`src/rioc_regs.vh`:
```
`ifndef RIOC_REGS_VH
`define RIOC_REGS_VH
// ==========================================================
// controller registers (apb byte addresses)
`define RIOC_OFF_CMD      12'h000
`define RIOC_OFF_ADDR     12'h004
`define RIOC_OFF_WDATA    12'h008
`define RIOC_OFF_STATUS   12'h00c
`define RIOC_OFF_RDATA    12'h010
`define RIOC_OFF_RESET    12'h014
`define RIOC_OFF_TIMING   12'h018
// ==========================================================
// command register fields
`define RIOC_CMD_GO       0
`define RIOC_CMD_WRITE    1
`define RIOC_CMD_MEM      2
// ==========================================================
// device address map, i/o section
`define RIOC_IO_PORTA     7'h20
`define RIOC_IO_PORTB     7'h21
`define RIOC_IO_DIRA      7'h22
`define RIOC_IO_DIRB      7'h23
`define RIOC_IO_MODE      7'h24
`define RIOC_BIT_PORT     3
`define RIOC_BIT_SET      4
// ==========================================================
// mode register fields
`define RIOC_MODE_STRB    5
`define RIOC_MODE_OUT     6
`define RIOC_MODE_HIZ     7
// ==========================================================
// timing in ns and cycles at 40 mhz
`define RIOC_CLK_NS       25
`define RIOC_STROBE_NS    750
`define RIOC_SETUP_NS     300
`define RIOC_HOLD_NS      50
`define RIOC_STROBE_CYC   ((`RIOC_STROBE_NS + `RIOC_CLK_NS - 1) / `RIOC_CLK_NS)
`define RIOC_SETUP_CYC    ((`RIOC_SETUP_NS + `RIOC_CLK_NS - 1) / `RIOC_CLK_NS)
`define RIOC_HOLD_CYC     ((`RIOC_HOLD_NS + `RIOC_CLK_NS - 1) / `RIOC_CLK_NS)
`define RIOC_RESET_DEF    1'b0
`endif

```
`src/rioc_sync.v`:
```
`timescale 1ns/10ps
// ==========================================================
// two flip-flop synchroniser
module rioc_sync
#(
  parameter WIDTH = 8
)
(
  // clock
  input  wire             clk,
  input  wire             rst,
  // data
  input  wire [WIDTH-1:0] din,
  output wire [WIDTH-1:0] dout
);
  reg [WIDTH-1:0] meta_r;
  reg [WIDTH-1:0] sync_r;
  always @(posedge clk)
  begin
    if (rst)
    begin
      meta_r <= {WIDTH{1'b0}};
      sync_r <= {WIDTH{1'b0}};
    end
    else
    begin
      meta_r <= din;
      sync_r <= meta_r;
    end
  end
  assign dout = sync_r;
endmodule // rioc_sync

```
`src/rioc_ctrl.v`:
```
// Operation
// - select only with low and high selects
// - memory/io high picks ram, low picks io
// - read strobe low makes device drive data
// - write strobe low makes device take data
//
// The implementer's own choices: the APB register port and the placing of the registers.
`timescale 1ns/10ps
`include "rioc_regs.vh"
module rioc_ctrl
#(
  parameter STROBE_CYC = `RIOC_STROBE_CYC,
  parameter SETUP_CYC  = `RIOC_SETUP_CYC,
  parameter HOLD_CYC   = `RIOC_HOLD_CYC
)
(
  // clock and reset
  input  wire        clk,
  input  wire        rst,
  // apb slave
  input  wire        psel,
  input  wire        penable,
  input  wire        pwrite,
  input  wire [11:0] paddr,
  input  wire [31:0] pwdata,
  output reg  [31:0] prdata,
  output wire        pready,
  output wire        pslverr,
  // device bus
  output reg         selectActiveLow,
  output reg         selectActiveHigh,
  output reg         memIoSelect,
  output reg  [6:0]  addressInputs,
  output reg         readStrobeN,
  output reg         writeStrobeN,
  output reg         masterResetN,
  input  wire [7:0]  dataBusIn,
  output reg  [7:0]  dataBusOut,
  output reg         dataBusOe,
  // device interrupt
  input  wire        interruptRequest
);
  // ==========================================================
  // states
  localparam ST_IDLE   = 2'd0;
  localparam ST_SETUP  = 2'd1;
  localparam ST_STROBE = 2'd2;
  localparam ST_HOLD   = 2'd3;

  // ==========================================================
  // registers and nets
  reg  [1:0]  state_r;
  reg  [1:0]  state_nxt;
  reg  [7:0]  cnt_r;
  reg         cmdWrite_r;
  reg         cmdMem_r;
  reg  [6:0]  addr_r;
  reg  [7:0]  wdata_r;
  reg  [7:0]  rdata_r;
  reg         done_r;
  reg         resetReq_r;
  wire        busy;
  wire [7:0]  dataSync;
  wire [0:0]  irqSync;
  wire        wrAcc;
  wire        rdAcc;
  wire        cmdHit;
  wire        launch;
  wire        curWrite;
  wire        strobeEnd;
  wire        accessEnd;
  reg  [7:0]  cnt_nxt;
  reg         selOn_nxt;
  reg         memIo_nxt;
  reg  [6:0]  addrPins_nxt;
  reg  [7:0]  dataPins_nxt;
  reg         rdStrobeN_nxt;
  reg         wrStrobeN_nxt;
  reg         busOe_nxt;
  reg         devResetN_nxt;

  assign busy    = (state_r != ST_IDLE);
  assign pready  = 1'b1;
  assign pslverr = 1'b0;
  assign wrAcc   = psel && penable && pwrite;
  assign rdAcc   = psel && !penable && !pwrite;

  // ==========================================================
  // command launch and phase ends
  assign cmdHit    = wrAcc && (paddr == `RIOC_OFF_CMD);
  assign launch    = (state_r == ST_IDLE) && cmdHit && pwdata[`RIOC_CMD_GO] && !resetReq_r;
  assign curWrite  = launch ? pwdata[`RIOC_CMD_WRITE] : cmdWrite_r;
  assign strobeEnd = (state_r == ST_STROBE) && (cnt_r == 8'h00);
  assign accessEnd = (state_r == ST_HOLD) && (cnt_r == 8'h00);

  // ==========================================================
  // synchronisers for device pins
  rioc_sync #(.WIDTH(8)) u_dsync
  (
    .clk  (clk),
    .rst  (rst),
    .din  (dataBusIn),
    .dout (dataSync)
  );
  rioc_sync #(.WIDTH(1)) u_isync
  (
    .clk  (clk),
    .rst  (rst),
    .din  (interruptRequest),
    .dout (irqSync)
  );

  // ==========================================================
  // apb registers
  always @(posedge clk)
  begin
    if (rst)
    begin
      cmdWrite_r <= 1'b0;
      cmdMem_r   <= 1'b0;
      addr_r     <= 7'h00;
      wdata_r    <= 8'h00;
      resetReq_r <= 1'b1;
    end
    else if (wrAcc)
    begin
      case (paddr)
        `RIOC_OFF_CMD:
        begin
          if (!busy)
          begin
            cmdWrite_r <= pwdata[`RIOC_CMD_WRITE];
            cmdMem_r   <= pwdata[`RIOC_CMD_MEM];
          end
        end
        `RIOC_OFF_ADDR:
          if (!busy)
            addr_r <= pwdata[6:0];
        `RIOC_OFF_WDATA:
          if (!busy)
            wdata_r <= pwdata[7:0];
        `RIOC_OFF_RESET:
          if (!busy)
            resetReq_r <= pwdata[0];
        default:
          resetReq_r <= resetReq_r;
      endcase
    end
  end

  // ==========================================================
  // read data is registered in setup phase
  always @(posedge clk)
  begin
    if (rst)
      prdata <= 32'h0000_0000;
    else if (rdAcc)
    begin
      case (paddr)
        `RIOC_OFF_CMD:    prdata <= {29'h0, cmdMem_r, cmdWrite_r, 1'b0};
        `RIOC_OFF_ADDR:   prdata <= {25'h0, addr_r};
        `RIOC_OFF_WDATA:  prdata <= {24'h0, wdata_r};
        `RIOC_OFF_STATUS: prdata <= {29'h0, irqSync[0], done_r, busy};
        `RIOC_OFF_RDATA:  prdata <= {24'h0, rdata_r};
        `RIOC_OFF_RESET:  prdata <= {31'h0, resetReq_r};
        `RIOC_OFF_TIMING: prdata <= {24'h0, STROBE_CYC[7:0]};
        default:          prdata <= 32'h0000_0000;
      endcase
    end
  end

  // ==========================================================
  // device access sequencer
  always @*
  begin
    state_nxt = state_r;
    case (state_r)
      ST_IDLE:
        if (launch)
          state_nxt = ST_SETUP;
      ST_SETUP:
        if (cnt_r == 8'h00)
          state_nxt = ST_STROBE;
      ST_STROBE:
        if (cnt_r == 8'h00)
          state_nxt = ST_HOLD;
      ST_HOLD:
        if (cnt_r == 8'h00)
          state_nxt = ST_IDLE;
      default:
        state_nxt = ST_IDLE;
    endcase
  end

  // ==========================================================
  // phase counter
  always @*
  begin
    cnt_nxt = cnt_r;
    if (state_r != state_nxt)
    begin
      case (state_nxt)
        ST_SETUP:  cnt_nxt = SETUP_CYC[7:0] - 8'h01;
        ST_STROBE: cnt_nxt = STROBE_CYC[7:0] + 8'h01;
        ST_HOLD:   cnt_nxt = HOLD_CYC[7:0] - 8'h01;
        default:   cnt_nxt = 8'h00;
      endcase
    end
    else if (cnt_r != 8'h00)
      cnt_nxt = cnt_r - 8'h01;
  end

  always @(posedge clk)
  begin
    if (rst)
    begin
      state_r <= ST_IDLE;
      cnt_r   <= 8'h00;
      done_r  <= 1'b0;
      rdata_r <= 8'h00;
    end
    else
    begin
      state_r <= state_nxt;
      cnt_r   <= cnt_nxt;
      if (launch)
        done_r <= 1'b0;
      if (accessEnd)
        done_r <= 1'b1;
      // sample read data at the strobe end; synchroniser delay is inside the extra cycles
      if (strobeEnd && !cmdWrite_r)
        rdata_r <= dataSync;
    end
  end

  // ==========================================================
  // device pin next values
  always @*
  begin
    selOn_nxt     = (state_nxt != ST_IDLE);
    memIo_nxt     = memIoSelect;
    addrPins_nxt  = addressInputs;
    dataPins_nxt  = dataBusOut;
    rdStrobeN_nxt = !((state_nxt == ST_STROBE) && !curWrite);
    wrStrobeN_nxt = !((state_nxt == ST_STROBE) && curWrite);
    busOe_nxt     = selOn_nxt && curWrite;
    devResetN_nxt = !resetReq_r;
    if (launch)
    begin
      memIo_nxt    = pwdata[`RIOC_CMD_MEM];
      addrPins_nxt = addr_r;
      dataPins_nxt = wdata_r;
    end
  end

  // ==========================================================
  // device pin registers
  always @(posedge clk)
  begin
    if (rst)
    begin
      selectActiveLow  <= 1'b1;
      selectActiveHigh <= 1'b0;
      memIoSelect      <= 1'b0;
      addressInputs    <= 7'h00;
      readStrobeN      <= 1'b1;
      writeStrobeN     <= 1'b1;
      masterResetN     <= `RIOC_RESET_DEF;
      dataBusOut       <= 8'h00;
      dataBusOe        <= 1'b0;
    end
    else
    begin
      masterResetN     <= devResetN_nxt;
      selectActiveLow  <= !selOn_nxt;
      selectActiveHigh <= selOn_nxt;
      memIoSelect      <= memIo_nxt;
      addressInputs    <= addrPins_nxt;
      dataBusOut       <= dataPins_nxt;
      readStrobeN      <= rdStrobeN_nxt;
      writeStrobeN     <= wrStrobeN_nxt;
      dataBusOe        <= busOe_nxt;
    end
  end
endmodule // rioc_ctrl

```
`config.mk`:
```
export PLATFORM = sky130hd
export DESIGN_NAME = rioc_ctrl
export DESIGN_NICKNAME = d
export VERILOG_FILES = /design/src/rioc_sync.v /design/src/rioc_ctrl.v
export VERILOG_INCLUDE_DIRS = /design/src /design/src/src
export SDC_FILE = /design/constraint.sdc
export NUM_CORES = 1
export LEC_CHECK = 0
export BUFFER_PORTS_ARGS = -buffer_cell sky130_fd_sc_hd__buf_2
export CAP_MARGIN = 20
export CORE_MARGIN = 2
export CORE_UTILIZATION = 47
export DETAILED_ROUTE_END_ITERATION = 12
export HOLD_SLACK_MARGIN = 0.06
export PLACE_DENSITY_LB_ADDON = 0.15
export SETUP_SLACK_MARGIN = 0.1
export SLEW_MARGIN = 20
export SYNTH_ARGS = -nofsm -noshare
export SYNTH_HDL_FRONTEND = slang
export SYNTH_HIERARCHICAL = 1
export SYNTH_SLANG_ARGS = --single-unit
```
`constraint.sdc`:
```
create_clock -name clk -period 4.3 [get_ports clk]
set_input_delay 1.075 -clock clk [delete_from_list [all_inputs] [get_ports clk]]
set_output_delay 1.075 -clock clk [all_outputs]
set_load 0.005 [all_outputs]
```
==> results.json, run 1 <==
{
  "cts_buffer_depth": 2,
  "postCtsSetupBuffers": 0,
  "final_cell_mix": "dfxtp_1, nand2_1, buf_2, nor2_1, a21oi_1",
  "ios": 114,
  "grt.total_usage": 0.1807,
  "drtIter0Drc": 124,
  "async_reset_ff_frac": 0,
  "synth.yosys.seq_area_share": 0.4780,
  "cts.sinks": 85,
  "clkTransAtPathRegs_ns": 0.08,
  "die_x_um": 91.03,
  "p_leak_nw": 1.716,
  "startpoint": "cnt_r[0]",
  "rsz0062_at_grt": "false",
  "hold_viol": 0,
  "antennaDiodeCount": 0,
  "clock_skew_ns": 0.006357,
  "pwr-share-clk": 0.370,
  "period_minus_slack_ns": 3.226,
  "yosysUniqueCellTypes": 45,
  "synth_edf_count": 0,
  "min_period_over_period": 0.7503,
  "route.detailed.drc": 0,
  "clock_latency_ns": 0.35,
  "critPathMaxFanout": 9,
  "p_int_mw": 1.327,
  "hold_ws_ns": 0.4361,
  "cts_tree": "done",
  "cp-start-kind": "register",
  "arrival_ns": 3.46,
  "synth_area_um2": 3560,
  "initial_utilization": 0.4882,
  "dieArea_um2": 8286,
  "finalSetupTns_ns": 0,
  "power.share.switching": 0.2569,
  "drive_above_1_share": 0.2141,
  "grt_antenna_before_repair": 0,
  "total_power_mw": 1.785,
  "combinationalPowerShare": 0.152,
  "ys_seq_elements": 85,
  "postPlaceCellArea_um2": 3832,
  "hpwl_um": 5268,
  "multiInputGateArea_um2": 1650,
  "cts_inserted_buffers": 9,
  "seq_area_um2": 1702,
  "port_buffers": 63,
  "vias": 2799,
  "hp-class": "register to register",
  "ant_nets": 0,
  "final_common_cell": "dfxtp_1",
  "wirelength_um": 7281,
  "worst_pin_slew_ns": 0.7570,
  "setup_viol": 0,
  "grt_pass1_wl_um": 12010,
  "reg2reg_from": "cnt_r[0]",
  "place.gp.congestion": 0.8841,
  "net-switching-power_uw": 458.5,
  "cts_hold_buf": 0,
  "cp-end-kind": "register",
  "core_area_um2": 7292,
  "firstDrtPassIters": 4,
  "relSlewSlack": 0.4953,
  "seq_power_share": 0.478,
  "min_from": "u_isync/meta_r",
  "ir_worst_vdd_v": 0.0003460,
  "status": "finished, final reports clean",
  "htreeDepth": 3,
  "final_util": 0.5583,
  "synth_area_per_cell_um2": 8.768,
  "syn_to_final_growth_pct": 14.38,
  "die_h_um": 91.03,
  "synth_cells": 406,
  "synthFlopType": "dfxtp_1",
  "first_global_vias": 2486,
  "required_ns": 4.53,
  "root_buffer": "clkbuf_8",
  "max_freq_mhz": 309.9,
  "timing.max_cap.violations": 0,
  "fill_cells": 691,
  "grt-ovfl-total": 0,
  "powerDensity_nw_per_um2": 438.4,
  "wl_per_cell_um": 12.86,
  "criticalPathCategory": "register to register",
  "num_rows": 31,
  "nets": 523,
  "vias_per_cell": 4.945,
  "ys.warnings.count": 6,
  "final_area_um2": 4071,
  "grt_max_degree": 66,
  "cts_resized": 0,
  "maxSlewViolCount": 0
}
[synth_stat cells (5+ instances only)]
master | count | area share
dfxtp_1 | 85 | 0.48
nand2_1 | 65 | 0.069
nor2_1 | 38 | 0.040
a21oi_1 | 36 | 0.051
buf_4 | 26 | 0.055
mux2i_1 | 21 | 0.059
clkbuf_1 | 14 | 0.015
o21ai_0 | 14 | 0.020
nor3_1 | 13 | 0.018
nor2b_1 | 9 | 0.016
nand2b_1 | 7 | 0.012
nand3_1 | 7 | 0.0098
nor2b_2 | 7 | 0.017
and2b_2 | 6 | 0.015
inv_1 | 5 | 0.0053
[registers in the layout (all words and copies together), names as in the netlist, 2 cells and up]
register	count
addr_r	7
prdata	8
u_dsync/meta_r	8
dataBusOut	8
addressInputs	7
u_dsync/dout	8
cnt_r	8
wdata_r	8
state_r	2
rdata_r	8
[critical path, cell delays in order, from the launching register on]
cell and delay [ns]:
dfxtp_1 0.36, inv_1 0.10, ha_1 0.20, or4b_4 0.52, or4_1 0.62, a211oi_1 0.53, ha_1 0.31, nor4_1 0.07
a311oi_1 0.28, a21oi_1 0.10
[kinds of logic (layout without fill, tap and decap cells)]
kind of cell	after synthesis	in the layout	share of synthesized area
xor gates and xnor gates	3	3	0.007383
DFF	85	85	0.4780
adders and majority gates	3	3	0.01055
other	2	26	0.002110
AOI/OAI and AO/OA	66	66	0.1062
muxes	22	22	0.06221
buffers and inverters	50	87	0.08506
and+or+nand+nor	175	175	0.2485
[final cells by class]
class	count	share of cell area
multi-input cells	295	0.4053
flip-flops and latches	85	0.4179
well taps	99	0.03042
clock inverters	6	0.02735
inverters	5	0.004610
clock buffers	10	0.03135
repair buffers	66	0.08297
[routing by layer]
metal	up-vias	wire length [µm]	global-route usage
met5	-	0	0
met4	0	104	0.06439
met3	11	414	0.04564
met2	84	3316	0.2802
met1	1273	3446	0.2444
li1	1431	-	-
[path summary, 6_finish.rpt]
check	endpoint	slack, ns	cells past startpoint
max	cnt_r[0]	1.07	9
min	u_isync/dout	0.44	1
max reg2reg	cnt_r[0]	1.07	9
min reg2reg	u_isync/dout	0.44	1
[power by group through the flow]
stage | logic [mW] | registers [mW] | clock network, mW
2_1_floorplan | 0.226 | 0.863 | 0
3_3_place_gp | 0.262 | 0.870 | 0
3_5_place_dp | 0.269 | 0.871 | 0
4_1_cts | 0.271 | 0.853 | 0.677
5_1_grt | 0.305 | 0.860 | 0.710
6_report | 0.272 | 0.853 | 0.660
[through the flow]
step                cells  setup WS (ns)
floorplan             430          1.340
global placement      550          1.088
detailed placement    550          1.015
CTS                   566          1.109
global route          566         0.9758
finish                566          1.074
No activity file was read; power rests on OpenSTA's default activity.
==> run 2, diff against run 1 <==
- CORE_UTILIZATION: 47 -> 46
- clock period: 4.3 -> 2.9 ns (I/O delays scaled with it)
==> run 2 against run 1 <==
  * Combinational power is 110% higher
  * Power is 49% higher
  * Wire length is 8.8% higher
  * Design area is 3.3% higher
  * Sequential share of layout area is 1.3 points lower
  * Highest routed layer unchanged
==> results.json, run 2 (synthesis results as in run 1) <==
{
  "status": "finished, final reports clean",
  "drtIter0Drc": 126,
  "rr_worst_depth": 12,
  "min_period_over_period": 0.9401,
  "clkTransAtPathRegs_ns": 0.08,
  "ff2ff_setup_slack_ns": 0.17,
  "cts_tree": "done",
  "grt_max_degree": 31,
  "hold_ws_ns": 0.4414,
  "critPathBufInv": 3,
  "critPathTopFamily": "simple AND/OR/NAND/NOR gates",
  "hp-class": "register to register",
  "wl_per_cell_um": 13.59,
  "cts_hold_buf": 0,
  "maxSlewViolCount": 0,
  "cpMostUsedCell": "buf_6",
  "cp-end-kind": "register",
  "worst_pin_slew_ns": 0.7017,
  "cp.depth": 12,
  "wirelength_um": 7924,
  "endpoint": "cnt_r[0]",
  "crit_slowest_cell": "or4b_4",
  "port_buffers": 63,
  "vias_per_cell": 4.998,
  "syn_to_final_growth_pct": 18.14,
  "die_h_um": 91.97,
  "ant_nets": 0,
  "ir_worst_vdd_v": 0.0002746,
  "max_freq_mhz": 366.8,
  "firstDrtPassIters": 4,
  "placed_cells": 562,
  "place.gp.congestion": 0.8308,
  "final_common_cell": "dfxtp_1",
  "hpwl_um": 5631,
  "cp_cell_sequence": "inv_2 -> ha_4 -> or4b_4 -> buf_6 -> nor4_4 -> nand2_1 -> xor2_2 -> ha_2 -> buf_6 -> nor3_1 -> a311oi_1 -> a21oi_1",
  "root_buffer": "clkbuf_8",
  "clock_latency_ns": 0.35,
  "arrival_ns": 2.94,
  "setup_viol": 0,
  "hold_viol": 0,
  "route.detailed.drc": 0,
  "grt_pass1_wl_um": 12540,
  "finalSetupTns_ns": 0,
  "reg2reg_from": "cnt_r[1]",
  "cts_inserted_buffers": 9,
  "cts.sinks": 85,
  "criticalPathCategory": "register to register",
  "first_global_vias": 2567,
  "startpoint": "cnt_r[1]",
  "grt_antenna_before_repair": 0,
  "nets": 538,
  "final_cell_mix": "dfxtp_1, nand2_1, buf_2, nor2_1, a21oi_1",
  "htreeDepth": 3,
  "p_leak_nw": 1.770,
  "cp-start-kind": "register",
  "relSlewSlack": 0.5322,
  "rr_endpoint": "cnt_r[0]",
  "rsz0062_at_grt": "false",
  "vias": 2914,
  "die_x_um": 91.97,
  "core_area_um2": 7607,
  "grt.total_usage": 0.1889,
  "cts_buffer_depth": 2,
  "clock_skew_ns": 0.01025,
  "period_minus_slack_ns": 2.726,
  "drive_above_1_share": 0.2620,
  "finalNonFillerCells": 583,
  "required_ns": 3.11,
  "ios": 114,
  "antennaDiodeCount": 0,
  "initial_utilization": 0.4679,
  "num_rows": 32,
  "dieArea_um2": 8458,
  "grt-ovfl-total": 0,
  "critPathMaxFanout": 4,
  "powerDensity_nw_per_um2": 631.5,
  "slowest_delay_ns": 0.46,
  "timing.max_cap.violations": 0
}
## run 2: cell types whose count changed in the layout (fill, tap and decap cells not counted), sizes merged
| cell | before | now |
|---|---|---|
| buf | 66 | 81 |
| inv | 5 | 6 |
| clkbuf | 10 | 9 |
| clkinvlp | 1 | 2 |
| bufinv | 3 | 1 |
## run 2: layout make-up
type	count	area [µm²]
Tap cell	102	127.6
Sequential cell	85	1704
Fill cell	768	3402
Timing Repair Buffer	81	457.9
Clock buffer	9	123.9
Inverter	5	18.77
Multi-Input combinational cell	295	1699
Clock inverter	6	73.82
## run 2: worst min path at each step
stage	start	endpoint	depth (start not counted)
finish	u_dsync/meta_r[4]	u_dsync/dout[4]	1
global route	u_dsync/meta_r[1]	u_dsync/dout[1]	1
CTS	u_dsync/dout[0]	rdata_r[0]	2
detailed placement	u_dsync/meta_r[4]	u_dsync/dout[4]	1
global placement	u_dsync/meta_r[3]	u_dsync/dout[3]	1
floorplan	u_isync/meta_r	u_isync/dout	1
## run 2: repair_timing
item                       CTS  global route
buffers inserted             0             6
resized for setup            2            13
cloned                       0             0
setup endpoints to repair    1             2
pin swaps                    0             5
## run 2: power by group
| group | internal, mW | switching (mW) | leakage [nW] |
|---|---|---|---|
| logic | 0.277 | 0.281 | 0.986 |
| clock network | 0.402 | 0.427 | 0.0934 |
| registers | 1.22 | 0.0483 | 0.691 |
## run 2: metal layers
metal / wire length [µm] / up-vias / GRT usage
met5: 0 / - / 0
met4: 156 / 0 / 0.08333
met3: 365 / 12 / 0.03122
met2: 3617 / 82 / 0.2898
met1: 3784 / 1357 / 0.2624
li1: - / 1463 / -
## run 2: metrics by stage
stage | power, mW | utilization | worst slack [ns] | cell area, µm²
floorplan | 1.616 | - | 0.1042 | 3650
finish | 2.655 | 0.5528 | 0.1736 | 4205
global route | 2.789 | 0.5528 | 0.04066 | 4205
global placement | 1.736 | 0.5132 | 0.1330 | 3904
CTS | 2.594 | 0.5408 | 0.1163 | 4114
detailed placement | 1.742 | 0.5132 | 0.09670 | 3904
## run 2: worst reg2reg max path: cells and delay by family (launching register included)
kind / cells / cell delay (ns)
AND/OR/NAND/NOR: 4 / 0.96
adder cells (fa/ha/maj): 2 / 0.38
AO/OA/AOI/OAI: 2 / 0.38
flip-flops: 1 / 0.34
buffers and inverters: 3 / 0.31
XOR/XNOR: 1 / 0.21
==> run 3, diff against run 2 <==
- CORE_MARGIN: 2 -> 10
==> run 3 against run 2 <==
  * Core utilization decreased by 0.48 points
  * Clock skew decreased by 0.00057 ns
  * Clock-buffer cell count increased by 2
  * Worst setup slack improved by 0.040 ns
  * Design area decreased by 0.86%
  * Via count decreased by 1.7%
  * Combinational power decreased by 5.6%
  * Die area increased by 38%
  * Critical path depth decreased by 3
  * Worst hold slack got worse by 0.0043 ns
  * Critical path type unchanged
  * Largest cell class is now multi-input combinational cells
==> results.json, run 3 (synthesis results as in run 1) <==
{
  "vias_per_cell": 4.964,
  "required_ns": 3.12,
  "critPathTopFamily": "simple AND/OR/NAND/NOR gates",
  "clkTransAtPathRegs_ns": 0.09,
  "drtIter0Drc": 162,
  "htreeDepth": 3,
  "hp-class": "register to register",
  "maxSlewViolCount": 0,
  "nets": 531,
  "rsz0062_at_grt": "false",
  "num_rows": 32,
  "fill_cells": 794,
  "final_area_um2": 4169,
  "critPathMaxFanout": 7,
  "arrival_ns": 2.91,
  "pwr-share-clk": 0.327,
  "die_x_um": 108.0,
  "port_buffers": 63,
  "cts_inserted_buffers": 9,
  "cts_tree": "done",
  "clock_latency_ns": 0.36,
  "powerDensity_nw_per_um2": 639.2,
  "seq_power_share": 0.476,
  "dieArea_um2": 11660,
  "finalSetupTns_ns": 0,
  "hpwl_um": 6236,
  "route.detailed.drc": 0,
  "min_period_over_period": 0.9263,
  "final_common_cell": "dfxtp_1",
  "crit_slowest_cell": "or4_4",
  "postPlaceCellArea_um2": 3901,
  "wirelength_um": 8473,
  "grt.total_usage": 0.1443,
  "setup_viol": 0,
  "firstDrtPassIters": 4,
  "grt_max_degree": 51,
  "setup_ws_ns": 0.2137,
  "pre_cts_ws_ns": 0.06628,
  "wl_per_cell_um": 14.68,
  "cts.sinks": 85,
  "hold_viol": 0,
  "ir_worst_vdd_v": 0.0003333,
  "p_leak_nw": 1.749,
  "grt_antenna_before_repair": 0,
  "antennaDiodeCount": 0,
  "cts_buffer_depth": 2,
  "timing.max_cap.violations": 0,
  "max_freq_mhz": 372.3,
  "period_minus_slack_ns": 2.686,
  "p_int_mw": 1.900,
  "first_global_vias": 2789,
  "core_area_um2": 7607,
  "worst_pin_slew_ns": 0.7222,
  "slowest_delay_ns": 0.58,
  "clock_skew_ns": 0.009686,
  "cp-end-kind": "register",
  "place.gp.congestion": 0.8113,
  "drive_above_1_share": 0.2463,
  "net-switching-power_uw": 764.9,
  "cp-start-kind": "register",
  "cp_cell_sequence": "inv_2 -> ha_4 -> or4b_4 -> or4_4 -> a211oi_4 -> ha_2 -> nor3_1 -> a311oi_1 -> a21oi_1",
  "root_buffer": "clkbuf_8",
  "combinationalPowerShare": 0.198,
  "syn_to_final_growth_pct": 17.12,
  "ant_nets": 0,
  "grt-ovfl-total": 0,
  "ios": 114,
  "die_h_um": 108.0,
  "power.share.switching": 0.2870,
  "status": "finished, final reports clean",
  "final_cell_mix": "dfxtp_1, nand2_1, buf_2, nor2_1, a21oi_1",
  "grt_pass1_wl_um": 13710,
  "critPathBufInv": 1,
  "vias": 2864,
  "criticalPathCategory": "register to register",
  "relSlewSlack": 0.5185,
  "hold_ws_ns": 0.4371,
  "initial_utilization": 0.4679
}
-- run 3: cell count changes in the layout (fill, tap and decap cells not counted), moves of 2 or more --
cell      change
clkinv_4      -2
inv_6         +3
buf_6         -2
buf_4         -6
-- run 3: repair_timing --
item	4_1_cts	5_1_grt
buffers inserted	0	1
pin swaps	0	4
setup endpoints to repair	1	5
resized for setup	1	12
hold buffers	0	0
-- run 3: power groups by stage --
stage,Clock (mW),Sequential (mW),Combinational [mW]
6_report,0.870,1.27,0.527
5_1_grt,0.936,1.27,0.586
2_1_floorplan,0,1.28,0.336
3_3_place_gp,0,1.28,0.438
4_1_cts,0.888,1.26,0.453
3_5_place_dp,0,1.29,0.450
-- run 3: tightest hold or removal path, stage by stage, from the launching register on --
cell	delay (ns)
dfxtp_1	0.31
nand2_1	0.05
a21oi_1	0.05
-- run 3: final timing paths --
check,start,endpoint,slack (ns),depth (start not counted)
max,cnt_r[0],cnt_r[0],0.21,9
min,u_dsync/dout[2],rdata_r[2],0.44,2
max reg2reg,cnt_r[0],cnt_r[0],0.21,9
min reg2reg,u_dsync/dout[2],rdata_r[2],0.44,2
-- run 3: area by class of cell --
type | instances | area, µm² | share of cell area
Clock buffer | 11 | 141.4 | 0.03391
Clock inverter | 5 | 63.81 | 0.01531
Inverter | 5 | 18.77 | 0.004502
Multi-Input combinational cell | 295 | 1704 | 0.4088
Sequential cell | 85 | 1703 | 0.4085
Tap cell | 102 | 127.6 | 0.03061
Timing Repair Buffer | 74 | 410.4 | 0.09844
-- run 3: per-layer routing --
metal / vias to the layer above / part of all wire / track usage
li1: 1447 / - / -
met1: 1329 / 0.45 / 0.1766
met2: 78 / 0.47 / 0.2328
met3: 10 / 0.074 / 0.04402
met4: 0 / 0.012 / 0.05534
met5: - / 0 / 0
-- run 3: metrics by stage --
| step | util | std cells | power [mW] |
|---|---|---|---|
| 6_report | 0.5480 | 577 | 2.665 |
| 5_1_grt | 0.5480 | 577 | 2.796 |
| 4_1_cts | 0.5405 | 576 | 2.599 |
| 3_5_place_dp | 0.5128 | 560 | 1.735 |
| 3_3_place_gp | 0.5128 | 560 | 1.722 |
| 2_1_floorplan | - | 430 | 1.616 |
